## src/switch_cfg_pkg.sv

```systemverilog
// shared register map, field layout and bus constants of the switch config
package switch_cfg_pkg;
	localparam int AXI_AW = 12;
	localparam int NLINK = 8;
	// register indices; byte address is four times the index
	localparam logic [7:0] IDX_NODE_ID = 8'h05;
	localparam logic [7:0] IDX_DIR_UPPER = 8'h0D;
	localparam logic [7:0] IDX_RSV_A = 8'h10;
	localparam logic [7:0] IDX_RSV_B = 8'h11;
	localparam logic [7:0] IDX_DBG_SRC = 8'h1F;
	localparam logic [7:0] IDX_LINK_STAT = 8'h20;
	localparam logic [7:0] IDX_PROCESSOR_SIDE_LINK_STAT = 8'h40;
	localparam logic [7:0] IDX_EXT_CFG = 8'h80;
	localparam logic [7:0] IDX_STATIC = 8'hA0;
	// field positions
	localparam int F_TARGET = 24;
	localparam int F_DEST = 16;
	localparam int F_DIR = 8;
	localparam int F_NET = 4;
	localparam int F_JUNK = 2;
	localparam int F_DST_BUSY = 1;
	localparam int F_SRC_BUSY = 0;
	localparam int F_EN = 31;
	localparam int F_WIDE = 30;
	localparam int F_ERR = 27;
	localparam int F_ISSUED = 26;
	localparam int F_CREDIT = 25;
	localparam int F_CREDIT_GREETING_TOKEN = 24;
	localparam int F_RXRST = 23;
	localparam int F_SYM_GAP = 11;
	localparam int F_TOK_GAP = 0;
	localparam int F_SF_EN = 31;
	localparam int F_CHANEND = 0;
	// reset values
	localparam logic [31:0] RST_DIR_UPPER = 32'h0000_0000;
	localparam logic [15:0] RST_NODE_ID = 16'h0000;
	localparam logic [10:0] RST_GAP = 11'h000;
	// static register n controls external link C,D,A,B,G,H,E,F (A = 0)
	localparam logic [7:0][2:0] STATIC_LINK_MAP =
		{3'h5, 3'h4, 3'h7, 3'h6, 3'h1, 3'h0, 3'h3, 3'h2};
	localparam logic [1:0] RESP_OKAY = 2'h0;
	localparam logic [1:0] RESP_SLVERR = 2'h2;
endpackage

```

## src/regbus_if.sv

```systemverilog
// register access strobes between the bus slave and the register file
`timescale 1ns/100ps
interface regbus_if;
	logic        wr_stb;
	logic [7:0]  wr_idx;
	logic [31:0] wr_data;
	logic [3:0]  wr_strb;
	logic        wr_hit;
	logic [7:0]  rd_idx;
	logic [31:0] rd_data;
	logic        rd_hit;
	modport bus (output wr_stb, wr_idx, wr_data, wr_strb, rd_idx,
		input wr_hit, rd_data, rd_hit);
	modport regs (input wr_stb, wr_idx, wr_data, wr_strb, rd_idx,
		output wr_hit, rd_data, rd_hit);
endinterface

```

## src/axil_slave.sv

```systemverilog
// AXI4-Lite slave front end: handshakes, decode of index, responses
`timescale 1ns/100ps
module axil_slave
	import switch_cfg_pkg::*;
(
	// clock and reset
	input  wire logic              core_clk,
	input  wire logic              sys_rst,
	// write channels
	input  wire logic [AXI_AW-1:0] awaddr,
	input  wire logic              awvalid,
	output logic                   awready,
	input  wire logic [31:0]       wdata,
	input  wire logic [3:0]        wstrb,
	input  wire logic              wvalid,
	output logic                   wready,
	output logic [1:0]             bresp,
	output logic                   bvalid,
	input  wire logic              bready,
	// read channels
	input  wire logic [AXI_AW-1:0] araddr,
	input  wire logic              arvalid,
	output logic                   arready,
	output logic [31:0]            rdata,
	output logic [1:0]             rresp,
	output logic                   rvalid,
	input  wire logic              rready,
	// register side
	regbus_if.bus                  rb
);
	typedef struct packed {
		logic              awf;
		logic              wf;
		logic [AXI_AW-1:0] awa;
		logic [31:0]       wd;
		logic [3:0]        ws;
		logic              awready;
		logic              wready;
		logic [1:0]        bresp;
		logic              bvalid;
		logic              arf;
		logic [AXI_AW-1:0] ara;
		logic              arready;
		logic [31:0]       rdata;
		logic [1:0]        rresp;
		logic              rvalid;
	} axs_t;

	axs_t s;
	axs_t next_s;

	// index is only valid for the low 1 KiB; anything above is unmapped
	function automatic logic in_map(input logic [AXI_AW-1:0] a);
		return a[AXI_AW-1:10] == '0;
	endfunction

	always_comb
	begin
		next_s = s;
		rb.wr_stb = 1'b0;
		rb.wr_idx = s.awa[9:2];
		rb.wr_data = s.wd;
		rb.wr_strb = s.ws;
		rb.rd_idx = s.ara[9:2];
		if (awvalid && s.awready)
		begin
			next_s.awf = 1'b1;
			next_s.awa = awaddr;
		end
		if (wvalid && s.wready)
		begin
			next_s.wf = 1'b1;
			next_s.wd = wdata;
			next_s.ws = wstrb;
		end
		if (s.bvalid && bready)
			next_s.bvalid = 1'b0;
		// commit only once both halves are held and the last answer left
		if (s.awf && s.wf && !s.bvalid)
		begin
			rb.wr_stb = in_map(s.awa);
			next_s.awf = 1'b0;
			next_s.wf = 1'b0;
			next_s.bvalid = 1'b1;
			next_s.bresp = (in_map(s.awa) && rb.wr_hit) ? RESP_OKAY
				: RESP_SLVERR;
		end
		next_s.awready = !next_s.awf && !next_s.bvalid;
		next_s.wready = !next_s.wf && !next_s.bvalid;
		if (arvalid && s.arready)
		begin
			next_s.arf = 1'b1;
			next_s.ara = araddr;
		end
		if (s.rvalid && rready)
			next_s.rvalid = 1'b0;
		if (s.arf && !s.rvalid)
		begin
			next_s.arf = 1'b0;
			next_s.rvalid = 1'b1;
			next_s.rdata = (in_map(s.ara) && rb.rd_hit) ? rb.rd_data
				: 32'h0000_0000;
			next_s.rresp = (in_map(s.ara) && rb.rd_hit) ? RESP_OKAY
				: RESP_SLVERR;
		end
		next_s.arready = !next_s.arf && !next_s.rvalid;
	end

	always_ff @(posedge core_clk)
	begin
		if (sys_rst)
			s <= '0;
		else
			s <= next_s;
	end

	assign awready = s.awready;
	assign wready = s.wready;
	assign bresp = s.bresp;
	assign bvalid = s.bvalid;
	assign arready = s.arready;
	assign rdata = s.rdata;
	assign rresp = s.rresp;
	assign rvalid = s.rvalid;
endmodule

```

## src/switch_link_route_config.sv

```systemverilog
// switch node routing table, link status/config registers and tx pacing
`timescale 1ns/100ps
module switch_link_route_config
	import switch_cfg_pkg::*;
(
	// clock and reset
	input  wire logic                 core_clk,
	input  wire logic                 sys_rst,
	// AXI4-Lite register bus
	input  wire logic [AXI_AW-1:0]    awaddr,
	input  wire logic                 awvalid,
	output logic                      awready,
	input  wire logic [31:0]          wdata,
	input  wire logic [3:0]           wstrb,
	input  wire logic                 wvalid,
	output logic                      wready,
	output logic [1:0]                bresp,
	output logic                      bvalid,
	input  wire logic                 bready,
	input  wire logic [AXI_AW-1:0]    araddr,
	input  wire logic                 arvalid,
	output logic                      arready,
	output logic [31:0]               rdata,
	output logic [1:0]                rresp,
	output logic                      rvalid,
	input  wire logic                 rready,
	// switch-side link status
	input  wire logic [7:0][1:0]      ls_target,
	input  wire logic [7:0][7:0]      ls_dest,
	input  wire logic [7:0]           ls_junk,
	input  wire logic [7:0]           ls_dst_busy,
	input  wire logic [7:0]           ls_src_busy,
	// processor-side link status
	input  wire logic [7:0][1:0]      pl_target,
	input  wire logic [7:0][7:0]      pl_dest,
	input  wire logic [7:0]           pl_junk,
	input  wire logic [7:0]           pl_dst_busy,
	input  wire logic [7:0]           pl_src_busy,
	// debug events
	input  wire logic                 debug_evt,
	input  wire logic [7:0]           debug_src,
	// external link events
	input  wire logic [7:0]           rx_fault,
	input  wire logic [7:0]           credit_issue_evt,
	input  wire logic [7:0]           credit_recv_evt,
	input  wire logic [7:0]           tx_sym_sent,
	input  wire logic [7:0]           tx_tok_end,
	// external link controls
	output logic [7:0]                link_enable,
	output logic [7:0]                link_wide,
	output logic [7:0]                credit_greeting_token,
	output logic [7:0]                link_rx_reset,
	output logic [7:0]                tx_sym_ok,
	// route lookup request
	input  wire logic                 route_req,
	input  wire logic [15:0]          route_dst_id,
	input  wire logic [2:0]           route_link,
	// route lookup answer and reserved register bits
	output logic                      route_valid,
	output logic [3:0]                route_dir,
	output logic [3:0]                route_dim,
	output logic                      route_lower,
	output logic                      route_local,
	output logic                      route_static,
	output logic [4:0]                route_chanend,
	output logic [1:0]                rsv_a_bits,
	output logic [1:0]                rsv_b_bits
);
	typedef struct packed {
		logic [31:0]       dir_upper;
		logic [15:0]       node_id;
		logic [1:0]        rsv_a;
		logic [1:0]        rsv_b;
		logic [7:0]        dbg_src;
		logic [7:0][3:0]   ls_dir;
		logic [7:0][1:0]   ls_net;
		logic [7:0][1:0]   pl_net;
		logic [7:0]        xl_en;
		logic [7:0]        xl_wide;
		logic [7:0]        xl_err;
		logic [7:0]        xl_issued;
		logic [7:0]        xl_credit;
		logic [7:0]        xl_credit_greeting_token;
		logic [7:0]        xl_rxrst;
		logic [7:0][10:0]  sym_gap;
		logic [7:0][10:0]  tok_gap;
		logic [7:0][11:0]  gap_cnt;
		logic [7:0]        tx_ok;
		logic [7:0]        sf_en;
		logic [7:0][4:0]   sf_ce;
		logic              r_valid;
		logic [3:0]        r_dir;
		logic [3:0]        r_dim;
		logic              r_lower;
		logic              r_local;
		logic              r_static;
		logic [4:0]        r_chanend;
	} cfg_t;

	cfg_t c;
	cfg_t next_c;
	regbus_if rb ();

	axil_slave u_bus (
		.core_clk (core_clk),
		.sys_rst  (sys_rst),
		.awaddr   (awaddr),
		.awvalid  (awvalid),
		.awready  (awready),
		.wdata    (wdata),
		.wstrb    (wstrb),
		.wvalid   (wvalid),
		.wready   (wready),
		.bresp    (bresp),
		.bvalid   (bvalid),
		.bready   (bready),
		.araddr   (araddr),
		.arvalid  (arvalid),
		.arready  (arready),
		.rdata    (rdata),
		.rresp    (rresp),
		.rvalid   (rvalid),
		.rready   (rready),
		.rb       (rb.bus)
	);

	// one of eight consecutive indices starting at base
	function automatic logic in_group(input logic [7:0] idx,
		input logic [7:0] base);
		return idx[7:3] == base[7:3];
	endfunction

	// byte-lane merge of a write into the old word
	function automatic logic [31:0] merge(input logic [31:0] old,
		input logic [31:0] d, input logic [3:0] be);
		logic [31:0] r;
		r = old;
		for (int i = 0; i < 4; i++)
			if (be[i])
				r[i*8 +: 8] = d[i*8 +: 8];
		return r;
	endfunction

	// position of the most significant set bit of an 8-bit field
	function automatic logic [2:0] top_bit(input logic [7:0] v);
		logic [2:0] p;
		p = 3'h0;
		for (int i = 0; i < 8; i++)
			if (v[i])
				p = 3'(i);
		return p;
	endfunction

	// read-only status bits are assembled here, reserved bits stay zero
	function automatic logic [31:0] status_word(input logic [1:0] tgt,
		input logic [7:0] dst, input logic junk, input logic db,
		input logic sb);
		logic [31:0] w;
		w = 32'h0000_0000;
		w[F_TARGET +: 2] = tgt;
		w[F_DEST +: 8] = dst;
		w[F_JUNK] = junk;
		w[F_DST_BUSY] = db;
		w[F_SRC_BUSY] = sb;
		return w;
	endfunction

	logic [2:0]  lane_w;
	logic [2:0]  lane_r;
	logic [31:0] old_w;
	logic [31:0] m;
	logic [15:0] diff;
	logic [2:0]  sf_reg;

	assign lane_w = rb.wr_idx[2:0];
	assign lane_r = rb.rd_idx[2:0];

	// read mux; unmapped indices answer with an error response
	always_comb
	begin
		rb.rd_hit = 1'b1;
		rb.rd_data = 32'h0000_0000;
		if (rb.rd_idx == IDX_DIR_UPPER)
			rb.rd_data = c.dir_upper;
		else if (rb.rd_idx == IDX_NODE_ID)
			rb.rd_data[15:0] = c.node_id;
		else if (rb.rd_idx == IDX_RSV_A)
			rb.rd_data[1:0] = c.rsv_a;
		else if (rb.rd_idx == IDX_RSV_B)
			rb.rd_data[1:0] = c.rsv_b;
		else if (rb.rd_idx == IDX_DBG_SRC)
			rb.rd_data[7:0] = c.dbg_src;
		else if (in_group(rb.rd_idx, IDX_LINK_STAT))
		begin
			rb.rd_data = status_word(ls_target[lane_r], ls_dest[lane_r],
				ls_junk[lane_r], ls_dst_busy[lane_r], ls_src_busy[lane_r]);
			rb.rd_data[F_DIR +: 4] = c.ls_dir[lane_r];
			rb.rd_data[F_NET +: 2] = c.ls_net[lane_r];
		end
		else if (in_group(rb.rd_idx, IDX_PROCESSOR_SIDE_LINK_STAT))
		begin
			rb.rd_data = status_word(pl_target[lane_r], pl_dest[lane_r],
				pl_junk[lane_r], pl_dst_busy[lane_r], pl_src_busy[lane_r]);
			rb.rd_data[F_NET +: 2] = c.pl_net[lane_r];
		end
		else if (in_group(rb.rd_idx, IDX_EXT_CFG))
		begin
			// greeting and receiver reset bits are write-only, read zero
			rb.rd_data[F_EN] = c.xl_en[lane_r];
			rb.rd_data[F_WIDE] = c.xl_wide[lane_r];
			rb.rd_data[F_ERR] = c.xl_err[lane_r];
			rb.rd_data[F_ISSUED] = c.xl_issued[lane_r];
			rb.rd_data[F_CREDIT] = c.xl_credit[lane_r];
			rb.rd_data[F_SYM_GAP +: 11] = c.sym_gap[lane_r];
			rb.rd_data[F_TOK_GAP +: 11] = c.tok_gap[lane_r];
		end
		else if (in_group(rb.rd_idx, IDX_STATIC))
		begin
			rb.rd_data[F_SF_EN] = c.sf_en[lane_r];
			rb.rd_data[F_CHANEND +: 5] = c.sf_ce[lane_r];
		end
		else
			rb.rd_hit = 1'b0;
	end

	// write decode; only writable fields are stored, the rest is dropped
	always_comb
	begin
		next_c = c;
		rb.wr_hit = 1'b1;
		old_w = 32'h0000_0000;
		m = 32'h0000_0000;
		next_c.xl_credit_greeting_token = 8'h00;
		next_c.xl_rxrst = 8'h00;
		if (rb.wr_idx == IDX_DIR_UPPER)
			old_w = c.dir_upper;
		else if (rb.wr_idx == IDX_NODE_ID)
			old_w[15:0] = c.node_id;
		else if (rb.wr_idx == IDX_RSV_A)
			old_w[1:0] = c.rsv_a;
		else if (rb.wr_idx == IDX_RSV_B)
			old_w[1:0] = c.rsv_b;
		else if (in_group(rb.wr_idx, IDX_LINK_STAT))
		begin
			old_w[F_DIR +: 4] = c.ls_dir[lane_w];
			old_w[F_NET +: 2] = c.ls_net[lane_w];
		end
		else if (in_group(rb.wr_idx, IDX_PROCESSOR_SIDE_LINK_STAT))
			old_w[F_NET +: 2] = c.pl_net[lane_w];
		else if (in_group(rb.wr_idx, IDX_EXT_CFG))
		begin
			old_w[F_EN] = c.xl_en[lane_w];
			old_w[F_WIDE] = c.xl_wide[lane_w];
			old_w[F_SYM_GAP +: 11] = c.sym_gap[lane_w];
			old_w[F_TOK_GAP +: 11] = c.tok_gap[lane_w];
		end
		else if (in_group(rb.wr_idx, IDX_STATIC))
		begin
			old_w[F_SF_EN] = c.sf_en[lane_w];
			old_w[F_CHANEND +: 5] = c.sf_ce[lane_w];
		end
		else if (rb.wr_idx != IDX_DBG_SRC)
			rb.wr_hit = 1'b0;
		m = merge(old_w, rb.wr_data, rb.wr_strb);
		if (rb.wr_stb)
		begin
			if (rb.wr_idx == IDX_DIR_UPPER)
				next_c.dir_upper = m;
			else if (rb.wr_idx == IDX_NODE_ID)
				next_c.node_id = m[15:0];
			else if (rb.wr_idx == IDX_RSV_A)
				next_c.rsv_a = m[1:0];
			else if (rb.wr_idx == IDX_RSV_B)
				next_c.rsv_b = m[1:0];
			else if (in_group(rb.wr_idx, IDX_LINK_STAT))
			begin
				next_c.ls_dir[lane_w] = m[F_DIR +: 4];
				next_c.ls_net[lane_w] = m[F_NET +: 2];
			end
			else if (in_group(rb.wr_idx, IDX_PROCESSOR_SIDE_LINK_STAT))
				next_c.pl_net[lane_w] = m[F_NET +: 2];
			else if (in_group(rb.wr_idx, IDX_EXT_CFG))
			begin
				next_c.xl_en[lane_w] = m[F_EN];
				next_c.xl_wide[lane_w] = m[F_WIDE];
				next_c.sym_gap[lane_w] = m[F_SYM_GAP +: 11];
				next_c.tok_gap[lane_w] = m[F_TOK_GAP +: 11];
				if (rb.wr_strb[3])
				begin
					next_c.xl_credit_greeting_token[lane_w] = rb.wr_data[F_CREDIT_GREETING_TOKEN];
				end
				if (rb.wr_strb[2])
					next_c.xl_rxrst[lane_w] = rb.wr_data[F_RXRST];
			end
			else if (in_group(rb.wr_idx, IDX_STATIC))
			begin
				next_c.sf_en[lane_w] = m[F_SF_EN];
				next_c.sf_ce[lane_w] = m[F_CHANEND +: 5];
			end
		end
		if (debug_evt)
			next_c.dbg_src = debug_src;
		// clears come first so that an event in the same cycle wins
		for (int i = 0; i < NLINK; i++)
		begin
			if (next_c.xl_rxrst[i])
				next_c.xl_err[i] = 1'b0;
			if (next_c.xl_credit_greeting_token[i])
				next_c.xl_credit[i] = 1'b0;
			if (!next_c.xl_en[i])
				next_c.xl_issued[i] = 1'b0;
			if (rx_fault[i])
				next_c.xl_err[i] = 1'b1;
			if (credit_issue_evt[i])
				next_c.xl_issued[i] = 1'b1;
			if (credit_recv_evt[i])
				next_c.xl_credit[i] = 1'b1;
			// count holds gap+1 idle clocks after each sent symbol
			if (tx_sym_sent[i])
				next_c.gap_cnt[i] = tx_tok_end[i]
					? {1'b0, c.tok_gap[i]} + 12'h001
					: {1'b0, c.sym_gap[i]} + 12'h001;
			else if (c.gap_cnt[i] != 12'h000)
				next_c.gap_cnt[i] = c.gap_cnt[i] - 12'h001;
			next_c.tx_ok[i] = next_c.xl_en[i]
				&& next_c.gap_cnt[i] == 12'h000;
		end
		// route lookup: static forwarding first, then local, then tables
		diff = route_dst_id ^ c.node_id;
		sf_reg = 3'h0;
		for (int j = 0; j < NLINK; j++)
			if (STATIC_LINK_MAP[j] == route_link)
				sf_reg = 3'(j);
		next_c.r_valid = route_req;
		if (route_req)
		begin
			next_c.r_static = 1'b0;
			next_c.r_local = 1'b0;
			next_c.r_lower = 1'b0;
			next_c.r_dir = 4'h0;
			next_c.r_dim = 4'h0;
			next_c.r_chanend = 5'h00;
			if (c.sf_en[sf_reg])
			begin
				next_c.r_static = 1'b1;
				next_c.r_chanend = c.sf_ce[sf_reg];
			end
			else if (diff == 16'h0000)
				next_c.r_local = 1'b1;
			else if (diff[15:8] != 8'h00)
			begin
				next_c.r_dim = {1'b1, top_bit(diff[15:8])};
				next_c.r_dir = c.dir_upper[top_bit(diff[15:8])*4 +: 4];
			end
			else
			begin
				// lower dimensions are resolved by the lower table elsewhere
				next_c.r_lower = 1'b1;
				next_c.r_dim = {1'b0, top_bit(diff[7:0])};
			end
		end
	end

	always_ff @(posedge core_clk)
	begin
		if (sys_rst)
		begin
			c <= '0;
			c.dir_upper <= RST_DIR_UPPER;
			c.node_id <= RST_NODE_ID;
		end
		else
			c <= next_c;
	end

	assign link_enable = c.xl_en;
	assign link_wide = c.xl_wide;
	assign credit_greeting_token = c.xl_credit_greeting_token;
	assign link_rx_reset = c.xl_rxrst;
	assign tx_sym_ok = c.tx_ok;
	assign route_valid = c.r_valid;
	assign route_dir = c.r_dir;
	assign route_dim = c.r_dim;
	assign route_lower = c.r_lower;
	assign route_local = c.r_local;
	assign route_static = c.r_static;
	assign route_chanend = c.r_chanend;
	assign rsv_a_bits = c.rsv_a;
	assign rsv_b_bits = c.rsv_b;
endmodule

```

## config.mk

```make
export PLATFORM = sky130hd
export DESIGN_NAME = switch_link_route_config
export DESIGN_NICKNAME = d
export VERILOG_FILES = /design/src/switch_cfg_pkg.sv /design/src/regbus_if.sv /design/src/axil_slave.sv /design/src/switch_link_route_config.sv
export SDC_FILE = /design/constraint.sdc
export NUM_CORES = 2
export LEC_CHECK = 0
export ABC_AREA = 0
export BUFFER_PORTS_ARGS = -buffer_cell sky130_fd_sc_hd__buf_4
export CELL_PAD_IN_SITES_DETAIL_PLACEMENT = 0
export CELL_PAD_IN_SITES_GLOBAL_PLACEMENT = 1
export CORE_ASPECT_RATIO = 1.1
export CORE_UTILIZATION = 35
export DETAILED_ROUTE_END_ITERATION = 8
export GPL_TIMING_DRIVEN = 0
export PLACE_DENSITY = 0.69
export SLEW_MARGIN = 20
export SYNTH_ARGS = -nofsm -noshare
export SYNTH_HDL_FRONTEND = slang
export SYNTH_SLANG_ARGS = --single-unit
```

## constraint.sdc

```tcl
create_clock -name core_clk -period 4.1 [get_ports core_clk]
set_clock_uncertainty 0.1 [all_clocks]
set_input_delay 0.82 -clock core_clk [delete_from_list [all_inputs] [get_ports core_clk]]
set_output_delay 0.82 -clock core_clk [all_outputs]
set_load 0.02 [all_outputs]
```

==> impl_metrics.yaml <==
timing:
  timing.setup.tns_ns: -2.68
  setup_violations: 57
  slew_viol_final: 0
  tightest_slew_ns: 1.31
  fmax_mhz: 232
  max-slew-margin-rel_pct: 12.7
  finalCriticalPeriod_ns: 4.30
  setup_ws_ns: -0.201
  hold_violations: 0
  period_share_pct: 105
  rsz0062_at_grt: "yes"
outcome:
  status: "finished, violations left"
  violations: "setup timing"
cts:
  cts.sinks: 623
  clockBufferDepth: 3
  cts_hold_buf: 0
  htreeDepth: 3
  clk_latency_ns: 0.67
  post_cts_buffers: 0
  postCtsResizedCells: 8
  clockRootBuffer: "clkbuf_16"
  cts_buffers: 75
  cts_tree: "done"
  clkSlewWorstSetupHoldPaths_ns: 0.06
setup_path:
  crit_required_ns: 4.55
  crit_type: "register to register"
  crit_chain: "clkbuf_1 -> nor3_2 -> nand3b_1 -> or2_0 -> clkbuf_1 -> nor2_1 -> mux2i_1 -> nor2_1 -> a22o_1"
  cp_num_buf_inv: 2
  critPathMaxFanout: 9
  crit_family: "simple AND/OR/NAND/NOR gates"
  cp-end-kind: "register"
  cp_slowest_cell: "mux2i_1"
  critPathLaunchType: "register"
  critPathArrivalTime_ns: 4.75
  max_stage_delay_ns: 0.80
yosys:
  syn_avg_cell_area_sq_um: 8.86
  synth_edf_count: 0
  yosys.area.top_type: "dfxtp_1"
  yosysMostFrequentCell: "dfxtp_1"
  ys_types: 89
  synthesis.area_sq_um: 36300
  seq_area_frac_synth_pct: 34.3
  synthTopCellsByCount: "dfxtp_1, nand2_1, nor2_1, a21oi_1, mux2i_1"
  synthArstFlopShare_pct: 0
  ys.flop_type: "dfxtp_1"
  ys_warn_count: 0
  synthCells: 4100
  ys_ff_latch: 623
  ys_top_cells_by_area: "dfxtp_1, mux4_2, mux2i_1"
  synth_top_area_share_pct: 34.3
power:
  p_leak_nw: 15.6
  power.density_nw_per_um2: 374
  clkPwrFrac_pct: 45.8
  power_frac_seq_pct: 38.4
  p_int_w: 0.0118
  comb_power_share_pct: 15.8
  vdd_ir_drop_max_mv: 0.292
  switching_share_pct: 28.9
  netSwitchingPower_w: 0.00477
route:
  vias: 37000
  drt_pass1_iterations: 8
  drtIter0Drc: 4883
  finalWirelength_um: 188000
  ant_nets: 0
  detail_route.vias_per_cell: 6.11
  drc_errors: 0
  drt-wirelength-per-cell_um: 31.1
global_route:
  antenna_found_initial: 8
  grt_pass1_vias: 34700
  track_usage_pct: 34.8
  grt_max_degree: 14
  grt.overflow.total: 0
  grt_pass1_wl_um: 259000
placement:
  post_dp_cell_area_sq_um: 41400
  port-buffer-count: 429
  dp_slack_ns: -0.322
  post-dp-hpwl_um: 149000
  globalplace.congestion: 1.04
final_layout:
  area_delta_synth_final_pct: 21.8
  postLayoutCellArea_sq_um: 44200
  fin_util_pct: 43.2
  layout-drive-gt1-share_pct: 22.8
  fill_cells: 10400
  nNetsFinal: 4978
min_path:
  hold_class: "input pin to register"
die:
  chipHeight_um: 340
  ios: 446
  start_util_pct: 35.4
  row_count: 123
  die_w_um: 309
  core_area_sq_um: 102000
  dieArea_sq_um: 105000
run:
  maxCapViolCount: 0
[kinds of logic (layout without fill, tap and decap cells)]
logic type | after synthesis | count (layout) | synth area share (%)
flip-flops | 623 | 623 | 34.3
other | 1 | 7 | 0.0103
multiplexers | 490 | 490 | 21.3
XOR/XNOR | 136 | 136 | 3.28
adder cells (fa/ha/maj) | 24 | 24 | 0.827
AO/OA/AOI/OAI | 861 | 861 | 15.1
AND/OR/NAND/NOR | 1533 | 1533 | 19.5
buffers and inverters | 432 | 1002 | 5.70
[flip-flops by register name, indices dropped and copies added, names as in the netlist, 2 cells and up]
register / flops
credit_greeting_token: 8
link_rx_reset: 8
route_dir: 4
route_dim: 4
u_bus.rb.rd_idx: 8
u_bus.rb.wr_data: 32
u_bus.rb.wr_strb: 4
u_bus.rb.wr_idx: 8
link_wide: 8
u_bus.rdata: 32
c: 464
rsv_b_bits: 2
link_enable: 8
rsv_a_bits: 2
tx_sym_ok: 8
u_bus.s: 7
route_chanend: 5
[per-stage QoR]
step	total power, W	hold WS, ns	cells
2_1_floorplan	0.00798	0.324	4101
3_3_place_gp	0.00900	0.340	5905
3_5_place_dp	0.00902	0.349	5907
4_1_cts	0.0165	0.261	6045
5_1_grt	0.0170	0.266	6046
6_report	0.0165	0.270	6051
[layout make-up]
class	count	area, sq um	area share, %
inverter	47	176	0.399
buffer	384	1960	4.44
timing repair buffer	433	3300	7.45
multi-input combinational	3046	21900	49.5
sequential	623	12500	28.2
clock inverter	36	562	1.27
clock buffer	102	2160	4.89
tap	1375	1720	3.89
antenna	5	12.5	0.0283
[layout by cell type (no fill, tap or decap), types with 104 or more instances in the layout]
cell type | netlist | routed
nand3_1 | 105 | 105
dfxtp_1 | 623 | 623
a211oi_1 | 126 | 126
mux2i_1 | 223 | 214
a21oi_1 | 325 | 323
nand2_1 | 558 | 558
buf_4 | 101 | 530
clkbuf_1 | 197 | 185
nor2_1 | 474 | 472
mux4_2 | 222 | 222
o22ai_1 | 104 | 104
[power groups by stage]
stage	Combinational (W)	Sequential, W	Clock, W
6_report	0.00262	0.00635	0.00757
2_1_floorplan	0.00154	0.00644	0
4_1_cts	0.00255	0.00635	0.00757
3_3_place_gp	0.00252	0.00648	0
3_5_place_dp	0.00253	0.00648	0
5_1_grt	0.00278	0.00637	0.00782
[final timing paths]
| check | start | end | slack, ns | cells past startpoint |
|---|---|---|---|---|
| worst min-delay path | credit_recv_evt[4] | c[365] | 0.27 | 3 |
| worst min register to register | u_bus.rdata[14] | u_bus.rdata[14] | 0.36 | 2 |
| worst max-delay path | u_bus.rb.wr_idx[3] | c[373] | -0.20 | 9 |
| worst max register to register | u_bus.rb.wr_idx[3] | c[373] | -0.20 | 9 |
[worst min-delay path: stages]
cell and delay (ns):
buf_4 0.08, a21oi_1 0.03, nor2_1 0.06
[routing by layer]
| metal | wire length [um] | GRT usage (%) |
|---|---|---|
| met3 | 24600 | 13.0 |
| met1 | 72500 | 44.1 |
| met2 | 79500 | 51.3 |
| met5 | 289 | 0 |
| met4 | 11500 | 18.1 |
Power figures use the tool's default switching activity.
